==> config.mk <==
export PLATFORM = sky130hd
export DESIGN_NAME = sbp2as_status_bank
export DESIGN_NICKNAME = d
export VERILOG_FILES = /design/src/sbp2as_pkg.sv /design/src/sbp2as_status_bank.sv
export VERILOG_INCLUDE_DIRS = /design/src
export SDC_FILE = /design/constraint.sdc
export NUM_CORES = 1
export LEC_CHECK = 0
export ABC_AREA = 1
export ABC_CLOCK_PERIOD_IN_PS = 2500
export BUFFER_PORTS_ARGS = -buffer_cell sky130_fd_sc_hd__buf_4
export CORE_ASPECT_RATIO = 1.25
export CORE_MARGIN = 3
export CORE_UTILIZATION = 35
export CTS_BUF_LIST = sky130_fd_sc_hd__clkbuf_8
export CTS_CLUSTER_SIZE = 24
export DETAILED_ROUTE_END_ITERATION = 8
export PLACE_DENSITY_LB_ADDON = 0.05
export SLEW_MARGIN = 30
export SYNTH_ARGS = -nofsm -noshare
export SYNTH_HDL_FRONTEND = slang
export SYNTH_SLANG_ARGS = --single-unit
==> constraint.sdc <==
create_clock -name clk -period 2.5 [get_ports clk]
set_clock_uncertainty 0.15 [all_clocks]
set_input_delay 0.5 -clock clk [delete_from_list [all_inputs] [get_ports clk]]
set_output_delay 0.5 -clock clk [all_outputs]
set_load 0.1 [all_outputs]
==> src/sbp2as_map.svh <==
// Offsets, field positions and reset values of the agent status bank
`ifndef SBP2AS_MAP_SVH
`define SBP2AS_MAP_SVH
`define SBP2AS_CTRL_OFS      8'h50
`define SBP2AS_STATUS_OFS    8'h5C
`define SBP2AS_STRIDE        8
`define SBP2AS_STATE_LSB     0
`define SBP2AS_DOORBELL_BIT  2
`define SBP2AS_UNSOL_BIT     3
`define SBP2AS_CTL_LSB       4
`define SBP2AS_DEAD_IDX      0
`define SBP2AS_RST_IDX       1
`define SBP2AS_DCLR_IDX      2
`define SBP2AS_UCLR_IDX      3
`define SBP2AS_CTL_MASK      32'hF0F0F0F0
`define SBP2AS_SEL_LSB       0
`define SBP2AS_AUTO_BIT      11
`define SBP2AS_SEL_RESET     2'h0
`define SBP2AS_AUTO_RESET    1'h0
`define SBP2AS_STATUS_RESET  32'h00000000
`define SBP2AS_TL_PREFIX     3'h7
`endif

==> src/sbp2as_pkg.sv <==
// Types shared by the agent status bank
package sbp2as_pkg;
	typedef enum logic [1:0] {
		AGT_RESET     = 2'h0,
		AGT_ACTIVE    = 2'h1,
		AGT_SUSPENDED = 2'h2,
		AGT_DEAD      = 2'h3
	} sbp2as_state_t;

	typedef struct packed {
		logic [3:0] doorbellWrite;
		logic [3:0] unsolEnableWrite;
		logic       txTlabelValid;
		logic [5:0] txTlabel;
	} sbp2as_link_t;

	typedef struct packed {
		logic [3:0] setActive;
		logic [3:0] setSuspended;
	} sbp2as_prog_t;
endpackage : sbp2as_pkg

==> src/sbp2as_status_bank.sv <==
// Status and control bank for four command block agents
//
// How it works
// Four identical agents, one byte each
// Zero after reset and bus reset
// State codes: Reset, Active, Suspended, Dead
// Doorbell write sets doorbell pending
// Host doorbell clear bit drops pending
// Unsolicited enable write arms flag
// Matching transmitted tLabel clears armed flag
// Host unsolicited clear bit drops armed
// Force dead bit sets state Dead
// Force reset bit sets state Reset
// Control bits pulse, read zero; zeros ignored
// Auto clear enable bit gates tLabel clearing
// Agent select forms tLabel middle bits
//
// The Avalon-MM register port was decided locally.
`timescale 1ns/1ns
`include "sbp2as_map.svh"

module sbp2as_status_bank (
	// Clock, reset, enable
	input  wire logic                   clk,
	input  wire logic                   rst,
	input  wire logic                   ce,
	// Link side events
	input  wire logic                   busReset,
	input  wire sbp2as_pkg::sbp2as_link_t linkEvt,
	input  wire sbp2as_pkg::sbp2as_prog_t progEvt,
	// Avalon-MM slave
	input  wire logic [7:0]             avs_address,
	input  wire logic                   avs_read,
	input  wire logic                   avs_write,
	input  wire logic [31:0]            avs_writedata,
	input  wire logic [3:0]             avs_byteenable,
	output logic      [31:0]            avs_readdata,
	output logic                        avs_waitrequest,
	// Status view
	output logic      [31:0]            statusWord
);

	// Agent state
	sbp2as_pkg::sbp2as_state_t agentState [4];
	logic [3:0] doorbellPending;
	logic [3:0] unsolStatusArmed;
	logic [1:0] agentSelect;
	logic       tlabelAutoClearEn;
	logic       ack;

	// Bus decode
	logic        request;
	logic        wrAccept;
	logic        hitStatus;
	logic        hitCtrl;
	logic [31:0] ctrlWord;
	logic [31:0] next_readdata;

	// Host control pulses
	logic [3:0] forceDead;
	logic [3:0] forceResetState;
	logic [3:0] doorbellClear;
	logic [3:0] unsolStatusClear;
	logic       autoHit;

	// Control nibble of one agent from a write
	function automatic logic [3:0] hostCtl(
		input logic [31:0] data,
		input logic [3:0]  be,
		input int          k
	);
		logic [3:0] v;
		v = data[k*`SBP2AS_STRIDE + `SBP2AS_CTL_LSB +: 4];
		return be[k] ? v : 4'h0;
	endfunction : hostCtl

	// Status byte of one agent
	function automatic logic [7:0] agentByte(
		input logic [1:0] st,
		input logic       db,
		input logic       us
	);
		logic [7:0] b;
		b = 8'h00;
		b[`SBP2AS_STATE_LSB +: 2] = st;
		b[`SBP2AS_DOORBELL_BIT] = db;
		b[`SBP2AS_UNSOL_BIT] = us;
		return b;
	endfunction : agentByte

	// Handshake: one wait state per request
	assign request = avs_read | avs_write;
	assign avs_waitrequest = request & ~(ack & ce);
	assign wrAccept = ce & ack & avs_write;
	assign hitStatus = (avs_address == `SBP2AS_STATUS_OFS);
	assign hitCtrl = (avs_address == `SBP2AS_CTRL_OFS);

	always_ff @(posedge clk) begin
		if (rst) begin
			ack <= 1'b0;
		end else if (ce) begin
			ack <= request & ~ack;
		end
	end

	// Write-one pulses, lane gated
	always_comb begin
		logic [3:0] c;
		c = 4'h0;
		forceDead = 4'h0;
		forceResetState = 4'h0;
		doorbellClear = 4'h0;
		unsolStatusClear = 4'h0;
		for (int k = 0; k < 4; k++) begin
			c = (wrAccept && hitStatus) ? hostCtl(avs_writedata, avs_byteenable, k) : 4'h0;
			forceDead[k] = c[`SBP2AS_DEAD_IDX];
			forceResetState[k] = c[`SBP2AS_RST_IDX];
			doorbellClear[k] = c[`SBP2AS_DCLR_IDX];
			unsolStatusClear[k] = c[`SBP2AS_UCLR_IDX];
		end
	end

	// Agent control register
	always_ff @(posedge clk) begin
		if (rst) begin
			agentSelect <= `SBP2AS_SEL_RESET;
			tlabelAutoClearEn <= `SBP2AS_AUTO_RESET;
		end else if (wrAccept && hitCtrl) begin
			if (avs_byteenable[0]) begin
				agentSelect <= avs_writedata[`SBP2AS_SEL_LSB +: 2];
			end
			if (avs_byteenable[1]) begin
				tlabelAutoClearEn <= avs_writedata[`SBP2AS_AUTO_BIT];
			end
		end
	end

	// Transmitted tLabel 111b, agent, any low bit
	assign autoHit = tlabelAutoClearEn
		&& linkEvt.txTlabelValid
		&& (linkEvt.txTlabel[5:3] == `SBP2AS_TL_PREFIX)
		&& (linkEvt.txTlabel[2:1] == agentSelect);

	// Agent state fields
	always_ff @(posedge clk) begin
		if (rst) begin
			for (int k = 0; k < 4; k++) begin
				agentState[k] <= sbp2as_pkg::AGT_RESET;
			end
		end else if (ce) begin
			for (int k = 0; k < 4; k++) begin
				if (busReset) begin
					agentState[k] <= sbp2as_pkg::AGT_RESET;
				end else if (forceDead[k]) begin
					agentState[k] <= sbp2as_pkg::AGT_DEAD;
				end else if (forceResetState[k]) begin
					agentState[k] <= sbp2as_pkg::AGT_RESET;
				end else if (progEvt.setActive[k]) begin
					agentState[k] <= sbp2as_pkg::AGT_ACTIVE;
				end else if (progEvt.setSuspended[k]) begin
					agentState[k] <= sbp2as_pkg::AGT_SUSPENDED;
				end
			end
		end
	end

	// Doorbell pending flags, set wins over clear
	always_ff @(posedge clk) begin
		if (rst) begin
			doorbellPending <= 4'h0;
		end else if (ce) begin
			for (int k = 0; k < 4; k++) begin
				if (busReset) begin
					doorbellPending[k] <= 1'b0;
				end else if (linkEvt.doorbellWrite[k]) begin
					doorbellPending[k] <= 1'b1;
				end else if (doorbellClear[k]) begin
					doorbellPending[k] <= 1'b0;
				end
			end
		end
	end

	// Unsolicited status armed flags, set wins over clear
	always_ff @(posedge clk) begin
		if (rst) begin
			unsolStatusArmed <= 4'h0;
		end else if (ce) begin
			for (int k = 0; k < 4; k++) begin
				if (busReset) begin
					unsolStatusArmed[k] <= 1'b0;
				end else if (linkEvt.unsolEnableWrite[k]) begin
					unsolStatusArmed[k] <= 1'b1;
				end else if (unsolStatusClear[k]) begin
					unsolStatusArmed[k] <= 1'b0;
				end else if (autoHit && (agentSelect == 2'(k))) begin
					unsolStatusArmed[k] <= 1'b0;
				end
			end
		end
	end

	// Register views
	always_comb begin
		statusWord = `SBP2AS_STATUS_RESET;
		for (int k = 0; k < 4; k++) begin
			statusWord[k*`SBP2AS_STRIDE +: 8] =
				agentByte(agentState[k], doorbellPending[k], unsolStatusArmed[k]);
		end
	end

	always_comb begin
		ctrlWord = 32'h00000000;
		ctrlWord[`SBP2AS_SEL_LSB +: 2] = agentSelect;
		ctrlWord[`SBP2AS_AUTO_BIT] = tlabelAutoClearEn;
	end

	// Read data captured in the wait cycle
	always_comb begin
		next_readdata = 32'h00000000;
		if (hitStatus) begin
			next_readdata = statusWord;
		end else if (hitCtrl) begin
			next_readdata = ctrlWord;
		end
	end

	always_ff @(posedge clk) begin
		if (rst) begin
			avs_readdata <= 32'h00000000;
		end else if (ce && avs_read && !ack) begin
			avs_readdata <= next_readdata;
		end
	end
endmodule : sbp2as_status_bank

==> results of run 1 <==
[worst paths after layout]
kind / from / endpoint / cells after the start
max: ce / avs_waitrequest / 5
min: linkEvt[14] / doorbellPending[3] / 3
max reg2reg: ack / agentState[3][1] / 8
min reg2reg: tlabelAutoClearEn / tlabelAutoClearEn / 2
[final cells by class]
| class | count | area [um^2] | area share |
|---|---|---|---|
| tap | 85 | 106.4 | 0.03551 |
| sequential | 36 | 800.8 | 0.2673 |
| timing repair buffer | 95 | 713.2 | 0.2381 |
| clock buffer | 5 | 68.82 | 0.02297 |
| clock inverter | 3 | 15.01 | 0.005013 |
| multi-input combinational | 243 | 1152 | 0.3847 |
| inverter | 36 | 138.9 | 0.04637 |
[through the flow]
stage / hold slack, ns / instance area (um^2) / power (mW) / util
floorplan: 0.2871 / 2380 / 1.278 / -
global route: 0.3072 / 2995 / 1.873 / 0.4827
global placement: 0.3016 / 2912 / 1.402 / 0.4692
finish: 0.3134 / 2995 / 1.795 / 0.4827
detailed placement: 0.3081 / 2912 / 1.404 / 0.4692
CTS: 0.3044 / 2995 / 1.808 / 0.4827
[critical path, cell delays in order]
cell and delay, ns:
buf_4 0.17, nand2_4 0.11, inv_1 0.06, nor2_2 0.07
buf_4 0.29
[sequential cells by signal (all words and copies together), names as in the netlist]
signal             cells
tlabelAutoClearEn      1
doorbellPending        4
agentState             8
unsolStatusArmed       4
avs_readdata          16
agentSelect            2
ack                    1
[power by group]
group          total [mW]  internal (mW)  switching (mW)
clock               0.406          0.189           0.217
sequential          0.656          0.632          0.0234
combinational       0.733          0.141           0.591
total                1.79          0.963           0.832
[kinds of logic after synthesis]
group | count (synthesis) | share of synthesized area
and+or+nand+nor | 157 | 0.3243
DFF | 36 | 0.3542
other | 1 | 0.001659
AOI/OAI and AO/OA | 54 | 0.1312
buffers and inverters | 76 | 0.1887
[placed cells by master (no fill, tap or decap)]
| master | n |
|---|---|
| a31o_2 | 1 |
| dfxtp_1 | 28 |
| nand4_1 | 9 |
| nand3_2 | 1 |
| a21oi_1 | 26 |
| nand2_2 | 2 |
| conb_1 | 32 |
| nor2_2 | 4 |
| o211ai_1 | 2 |
| o21bai_2 | 1 |
| clkinvlp_4 | 1 |
| clkinv_2 | 1 |
| clkinv_1 | 1 |
| inv_4 | 1 |
| nor3_1 | 1 |
| nand3_4 | 1 |
| inv_1 | 32 |
| buf_4 | 95 |
| nor2_4 | 1 |
| nor2_1 | 34 |
| nand2_1 | 80 |
| nand4_2 | 1 |
| clkbuf_8 | 5 |
| a22o_1 | 3 |
| o21ai_0 | 21 |
| nand2_4 | 2 |
| nand3_1 | 19 |
| edfxtp_1 | 8 |
| inv_2 | 3 |
| nor2_8 | 2 |
[layer usage]
metal / vias to the layer above / wire length, um / part of all wire
met3: 4 / 449 / 0.073
met2: 86 / 3083 / 0.50
met4: 0 / 80 / 0.013
li1: 1167 / - / -
met5: - / 0 / 0
met1: 984 / 2579 / 0.42
==> impl_results.md, run 1 <==
* Critical path capture point type: primary output
* Setup WS post-layout at 0.6394 ns
* DRT Wirelength at 6192 um
* Cts hold-fix bufs at 0
* Flop2flop setup slack at 0.72 ns
* Synth area leader: dfxtp_1
* Layout Cells excl Fill at 503
* Top-count cell post-synth: nand2_1
* Fmax achieved at 0.5375 GHz
* Vias at 2241
* Worst vdd ir at 204.0 uV
* DR DRC count at 0
* Clock transition at path regs at 0.07 ns
* Leakage power at 1.532 nW
* Fin Setup TNS at 0 ns
* DR pass1 iterations at 5
* Gate Count Post-Synth at 324
* Cts repair resizes at 0
* Setup violations, final at 0
* HP Class: in -> reg
* Async SR Flop Fraction at 0
* Dpl ws at 0.3404 ns
* Synthesis-stage register bit count at 36
* Die width at 77.89 um
* Synth top area share at 0.2479
* Initial antenna violation count at 0
* Synth area leaders: dfxtp_1 25%, nand2_1 13%, buf_4 11%
* GRT Total Usage at 0.1693
* Syn_area_per_cell at 6.978 um^2
* Met3 usage at 0.04307
* Post-synth top cells: 80 x nand2_1, 35 x nor2_1, 34 x buf_4, 31 x inv_1, 28 x dfxtp_1
* CTS Sinks at 36
* Nets@finish at 490
* CP Launch Type: input pin
* Placed cells at 495
* GRT met1 Usage at 0.2070
* CTS H-Tree Depth at 2
* Routed Antenna Nets at 0
* EDFF count, synth at 8
* Longest Clk Path Bufs at 2
* Core Area at 6206 um^2
* DRT iter0 DRCs at 96
* GRT busiest layer: met2
* Grt met2 use at 0.2864
* Initial core utilization at 0.3643
* Worst skew pair latency at 0.29 ns
* Die span in y at 95.86 um
* Share of cells above drive strength 1 at 0.2919
* CTS tree: done
* Placer Congestion at 0.8207
* DP Wirelength at 4952 um
* # diodes at 0
* Filler cells at 665
* Clk root buf: clkbuf_8
* Post-CTS Setup Inserts at 0
* Pins over their slew limit at 0
* I/O pin total at 138
* Final worst path period need at 1.861 ns
* Main synth FF type: dfxtp_1
* Outcome: complete, no violations
* PwrDens at 599.1 nW/um^2
* Maxcap violations at 0
* RSZ-0062 raised after global routing: false
* Gr ovfl total at 0
* Count of cell types in the netlist at 31
* Crit path max fanout at 10
* Final hold vios at 0
* Via-per-instance ratio at 4.455
* Mapped cell area at 2261 um^2
* IO Port Bufs at 91
* CTS Buf Count at 5
* Period utilization at 0.7442
* Die ar. at 7466 um^2
* First-pass GRT wire length at 9791 um
* WL/cell at 12.31 um
* Crit Path Category: in -> out
* CP arrival at 1.21 ns
* CP required at 1.85 ns
* Pin count of the biggest net entering global routing at 33
* Syn-to-layout area delta at 32.48%
* Vias in the first global route at 2087
* Number of synthesis warnings at 0
* Num rows at 32
* Seq/Total Area, Yosys at 0.3542
No activity file was read; power rests on OpenSTA's default activity.
==> inputs of run 2 (changes only) <==
ABC_AREA = 0   (was 1)
ABC_CLOCK_PERIOD_IN_PS = 1780   (was 2500)
clock period = 1.78 ns   (was 2.5 ns; I/O delays follow)
==> run 2 against run 1 <==
Against the previous run:
- the flow now finishes with violations (negative setup slack)
- via count increased by 3.7%
- area after synthesis decreased by 3.2%
- synthesized cell count decreased by 20%
- count of clock-buffer cells in the layout increased by 2
- global-route usage increased by 2.2 points
- critical endpoint is now agentState[2][1]
- non-clock buffer count increased by 45
- sequential share of layout area decreased by 3.3 points
==> impl_results.md, run 2 <==
* Outcome: finished, violations left
* Failing checks: negative setup slack
* Seq/Total Area, Yosys at 0.3657 (+0.01154)
* First-pass GRT wire length at 10860 um (+11%)
* Buffers & Inverters on Critical Path at 1 (-2)
* Share of cells above drive strength 1 at 0.4179 (+0.1261)
* Logic pwr share at 0.367 (-0.041)
* Longest Clk Path Bufs at 2 (unchanged)
* CTS Buf Count at 5 (unchanged)
* DRT iter0 DRCs at 44 (-54%)
* CP Launch Type: input pin
* Setup WS post-layout at -0.08060 ns (-0.7200 ns)
* Pins over their slew limit at 0 (unchanged)
* Syn_area_per_cell at 8.454 um^2 (+21%)
* GRT Total Usage at 0.1916 (+0.02229)
* Filler cells at 582 (-12%)
* RSZ-0062 raised after global routing: true
* Synth area leaders: dfxtp_1 26%, buf_4 11%, edfxtp_1 11%
* Placement Cell Area at 3227 um^2 (+11%)
* Multi-input gate area at 1275 um^2 (+11%)
* EDFF count, synth at 8 (unchanged)
* Vias in the first global route at 2268 (+8.7%)
* CP delay by family, top: simple AND/OR/NAND/NOR gates
* Final hold vios at 0 (unchanged)
* Post-synth top cells: 32 x buf_4, 28 x dfxtp_1, 24 x nand2_1, 21 x a21oi_1, 19 x nand4_1
* Clock transition at path regs at 0.07 ns (about the same)
* Top-count cell post-synth: buf_4
* Largest registers: avs_readdata (16), agentState (8)
* Dpl ws at -0.4635 ns (-0.8039 ns)
* Largest register FFs at 16 (unchanged)
* Die ar. at 7247 um^2 (-2.9%)
* I/O pin total at 138 (unchanged)
* Routed Antenna Nets at 0 (unchanged)
* Crit path max fanout at 5 (-5)
* DR pass1 iterations at 4 (-1)
* Fin Setup TNS at -0.2740 ns (-0.2740 ns)
* Seq. cell area at 800.8 um^2 (unchanged)
* DR DRC count at 0 (unchanged)
* Worst vdd ir at 368.6 uV (+81%)
* Period utilization at 1.045
* Pin count of the biggest net entering global routing at 16 (-52%)
* Final worst path period need at 1.861 ns
* Main synth FF type: dfxtp_1
* WL/cell at 15.03 um (+22%)
* Maxcap violations at 0 (unchanged)
* CTS H-Tree Depth at 2 (unchanged)
* Worst path max stage delay at 0.57 ns (+0.28 ns)
* Async SR Flop Fraction at 0 (unchanged)
* Gr ovfl total at 0 (unchanged)
* Cts hold-fix bufs at 0 (unchanged)
* # diodes at 0 (unchanged)
* Clk root buf: clkbuf_8
* Psw at 980.0 uW (+18%)
* Crit-path slowest cell: or4b_4
* Finished Cell Area at 3416 um^2 (+14%)
* Gate Count Post-Synth at 259 (-20%)
* Via-per-instance ratio at 4.926 (+11%)
* Synth top area share at 0.2560 (+0.008075)
* Count of cell types in the netlist at 43 (+39%)
* DRT Wirelength at 7094 um (+15%)
* Clk pwr share at 0.266 (+0.040)
* HP Class: in -> reg
* Fmax achieved at 0.5375 GHz
* Critical path capture point type: flop
* Synthesis-stage register bit count at 36 (unchanged)
* Most frequent cells in the layout: 134 x buf_4, 32 x conb_1, 28 x dfxtp_1
* PnR Total Power at 2.413 mW (+34%)
* Syn-to-layout area delta at 56.00%
* Initial antenna violation count at 0 (unchanged)
* Vias at 2325 (+3.7%)
* CTS tree: done
* Commonest non-fill, non-tap cell in the layout: buf_4
* Mapped cell area at 2190 um^2 (-3.2%)
* Core Util, Final at 0.5756 (+0.09292)
* IO Port Bufs at 91 (unchanged)
* Critical-path cell list: buf_8 > or4b_4 > or4_4 > a41o_1
* Num rows at 31 (-3.1%)
* Initial core utilization at 0.3690 (+0.004650)
* Leakage power at 1.485 nW (-3.1%)
* PwrDens at 706.4 nW/um^2 (+18%)
* Placer Congestion at 0.7665 (-6.6%)
* Worst skew pair latency at 0.29 ns (about the same)
* Seq pwr share at 0.367 (+0.002)
* Setup violations, final at 9 (+9)
* Die width at 76.75 um (-1.5%)
* Nets@finish at 463 (-5.5%)
* P_int at 1.433 mW (+49%)
* Number of synthesis warnings at 0 (unchanged)
* Synth area leader: dfxtp_1
* Core Area at 5934 um^2 (-4.4%)
* Crit Path Category: in -> reg
* CP arrival at 1.76 ns (+0.55 ns)
* Sw frac at 0.4061 (-0.05740)
* CP required at 1.67 ns (-0.18 ns)
* DP Wirelength at 5620 um (+13%)
* Biggest register: avs_readdata
* Die span in y at 94.43 um (-1.5%)
* CTS Sinks at 36 (unchanged)
## run 2: cell types whose count changed after synthesis, moves of 10 or more
| cell | previous run | this run |
|---|---|---|
| nor4_1 | 0 | 11 |
| nand2_1 | 80 | 24 |
| inv_1 | 31 | 9 |
| o21ai_0 | 21 | 9 |
| nand3_1 | 19 | 2 |
| nor2_1 | 35 | 6 |
| nand4_1 | 9 | 19 |
| clkbuf_1 | 2 | 15 |
## run 2: repair_timing
item	4_1_cts	5_1_grt
setup endpoints to repair	16	14
setup buffers	2	2
pin swaps	2	5
cloned	1	0
resized for setup	8	4
endpoints found under the hold margin	0	0
## run 2: worst register-to-register path, cell delays in order (launching register included)
cell	delay, ns
dfxtp_1	0.35
nand4b_1	0.10
buf_4	0.19
or3_1	0.39
o211ai_1	0.25
## run 2: stage by stage
| stage | instances | hold WS (ns) |
|---|---|---|
| final | 472 | 0.1083 |
| after global routing | 472 | 0.1070 |
| after CTS | 470 | 0.1014 |
| after detailed placement | 460 | 0.2962 |
| after global placement | 460 | 0.2910 |
| after floorplan | 290 | 0.3119 |
## run 2: cell families after synthesis
family                 synth area share
and+or+nand+nor                  0.2909
AOI/OAI and AO/OA                0.1669
other                          0.001713
buffers and inverters            0.1560
DFF                              0.3657
muxes                           0.01886
## run 2: layer usage
metal	up-vias	wire length, um	track usage
li1	1168	-	-
met1	1058	2833	0.2132
met2	90	3735	0.3612
met3	9	398	0.04008
met4	0	127	0.06344
met5	-	0	0
## run 2: worst paths after layout
path	end	slack (ns)	depth (start not counted)	start
hold reg to reg	avs_readdata[18]	0.30	2	avs_readdata[18]
setup / recovery	agentState[2][1]	-0.08	4	avs_address[0]
hold / removal	doorbellPending[0]	0.11	2	avs_writedata[6]
setup reg to reg	agentState[3][1]	0.06	4	ack
## run 2: power by group through the flow
stage	Clock (mW)	Combinational [mW]	Sequential [mW]
6_report	0.642	0.886	0.885
5_1_grt	0.686	0.921	0.888
4_1_cts	0.660	0.880	0.886
3_5_place_dp	0	0.869	0.904
3_3_place_gp	0	0.864	0.906
2_1_floorplan	0	0.482	1.09
## run 2: cell type report
class	instances	share of cell area
inverters	9	0.009890
well taps	82	0.03004
clock buffers	7	0.02821
repair buffers	140	0.3242
flip-flops and latches	36	0.2344
multi-input cells	198	0.3733
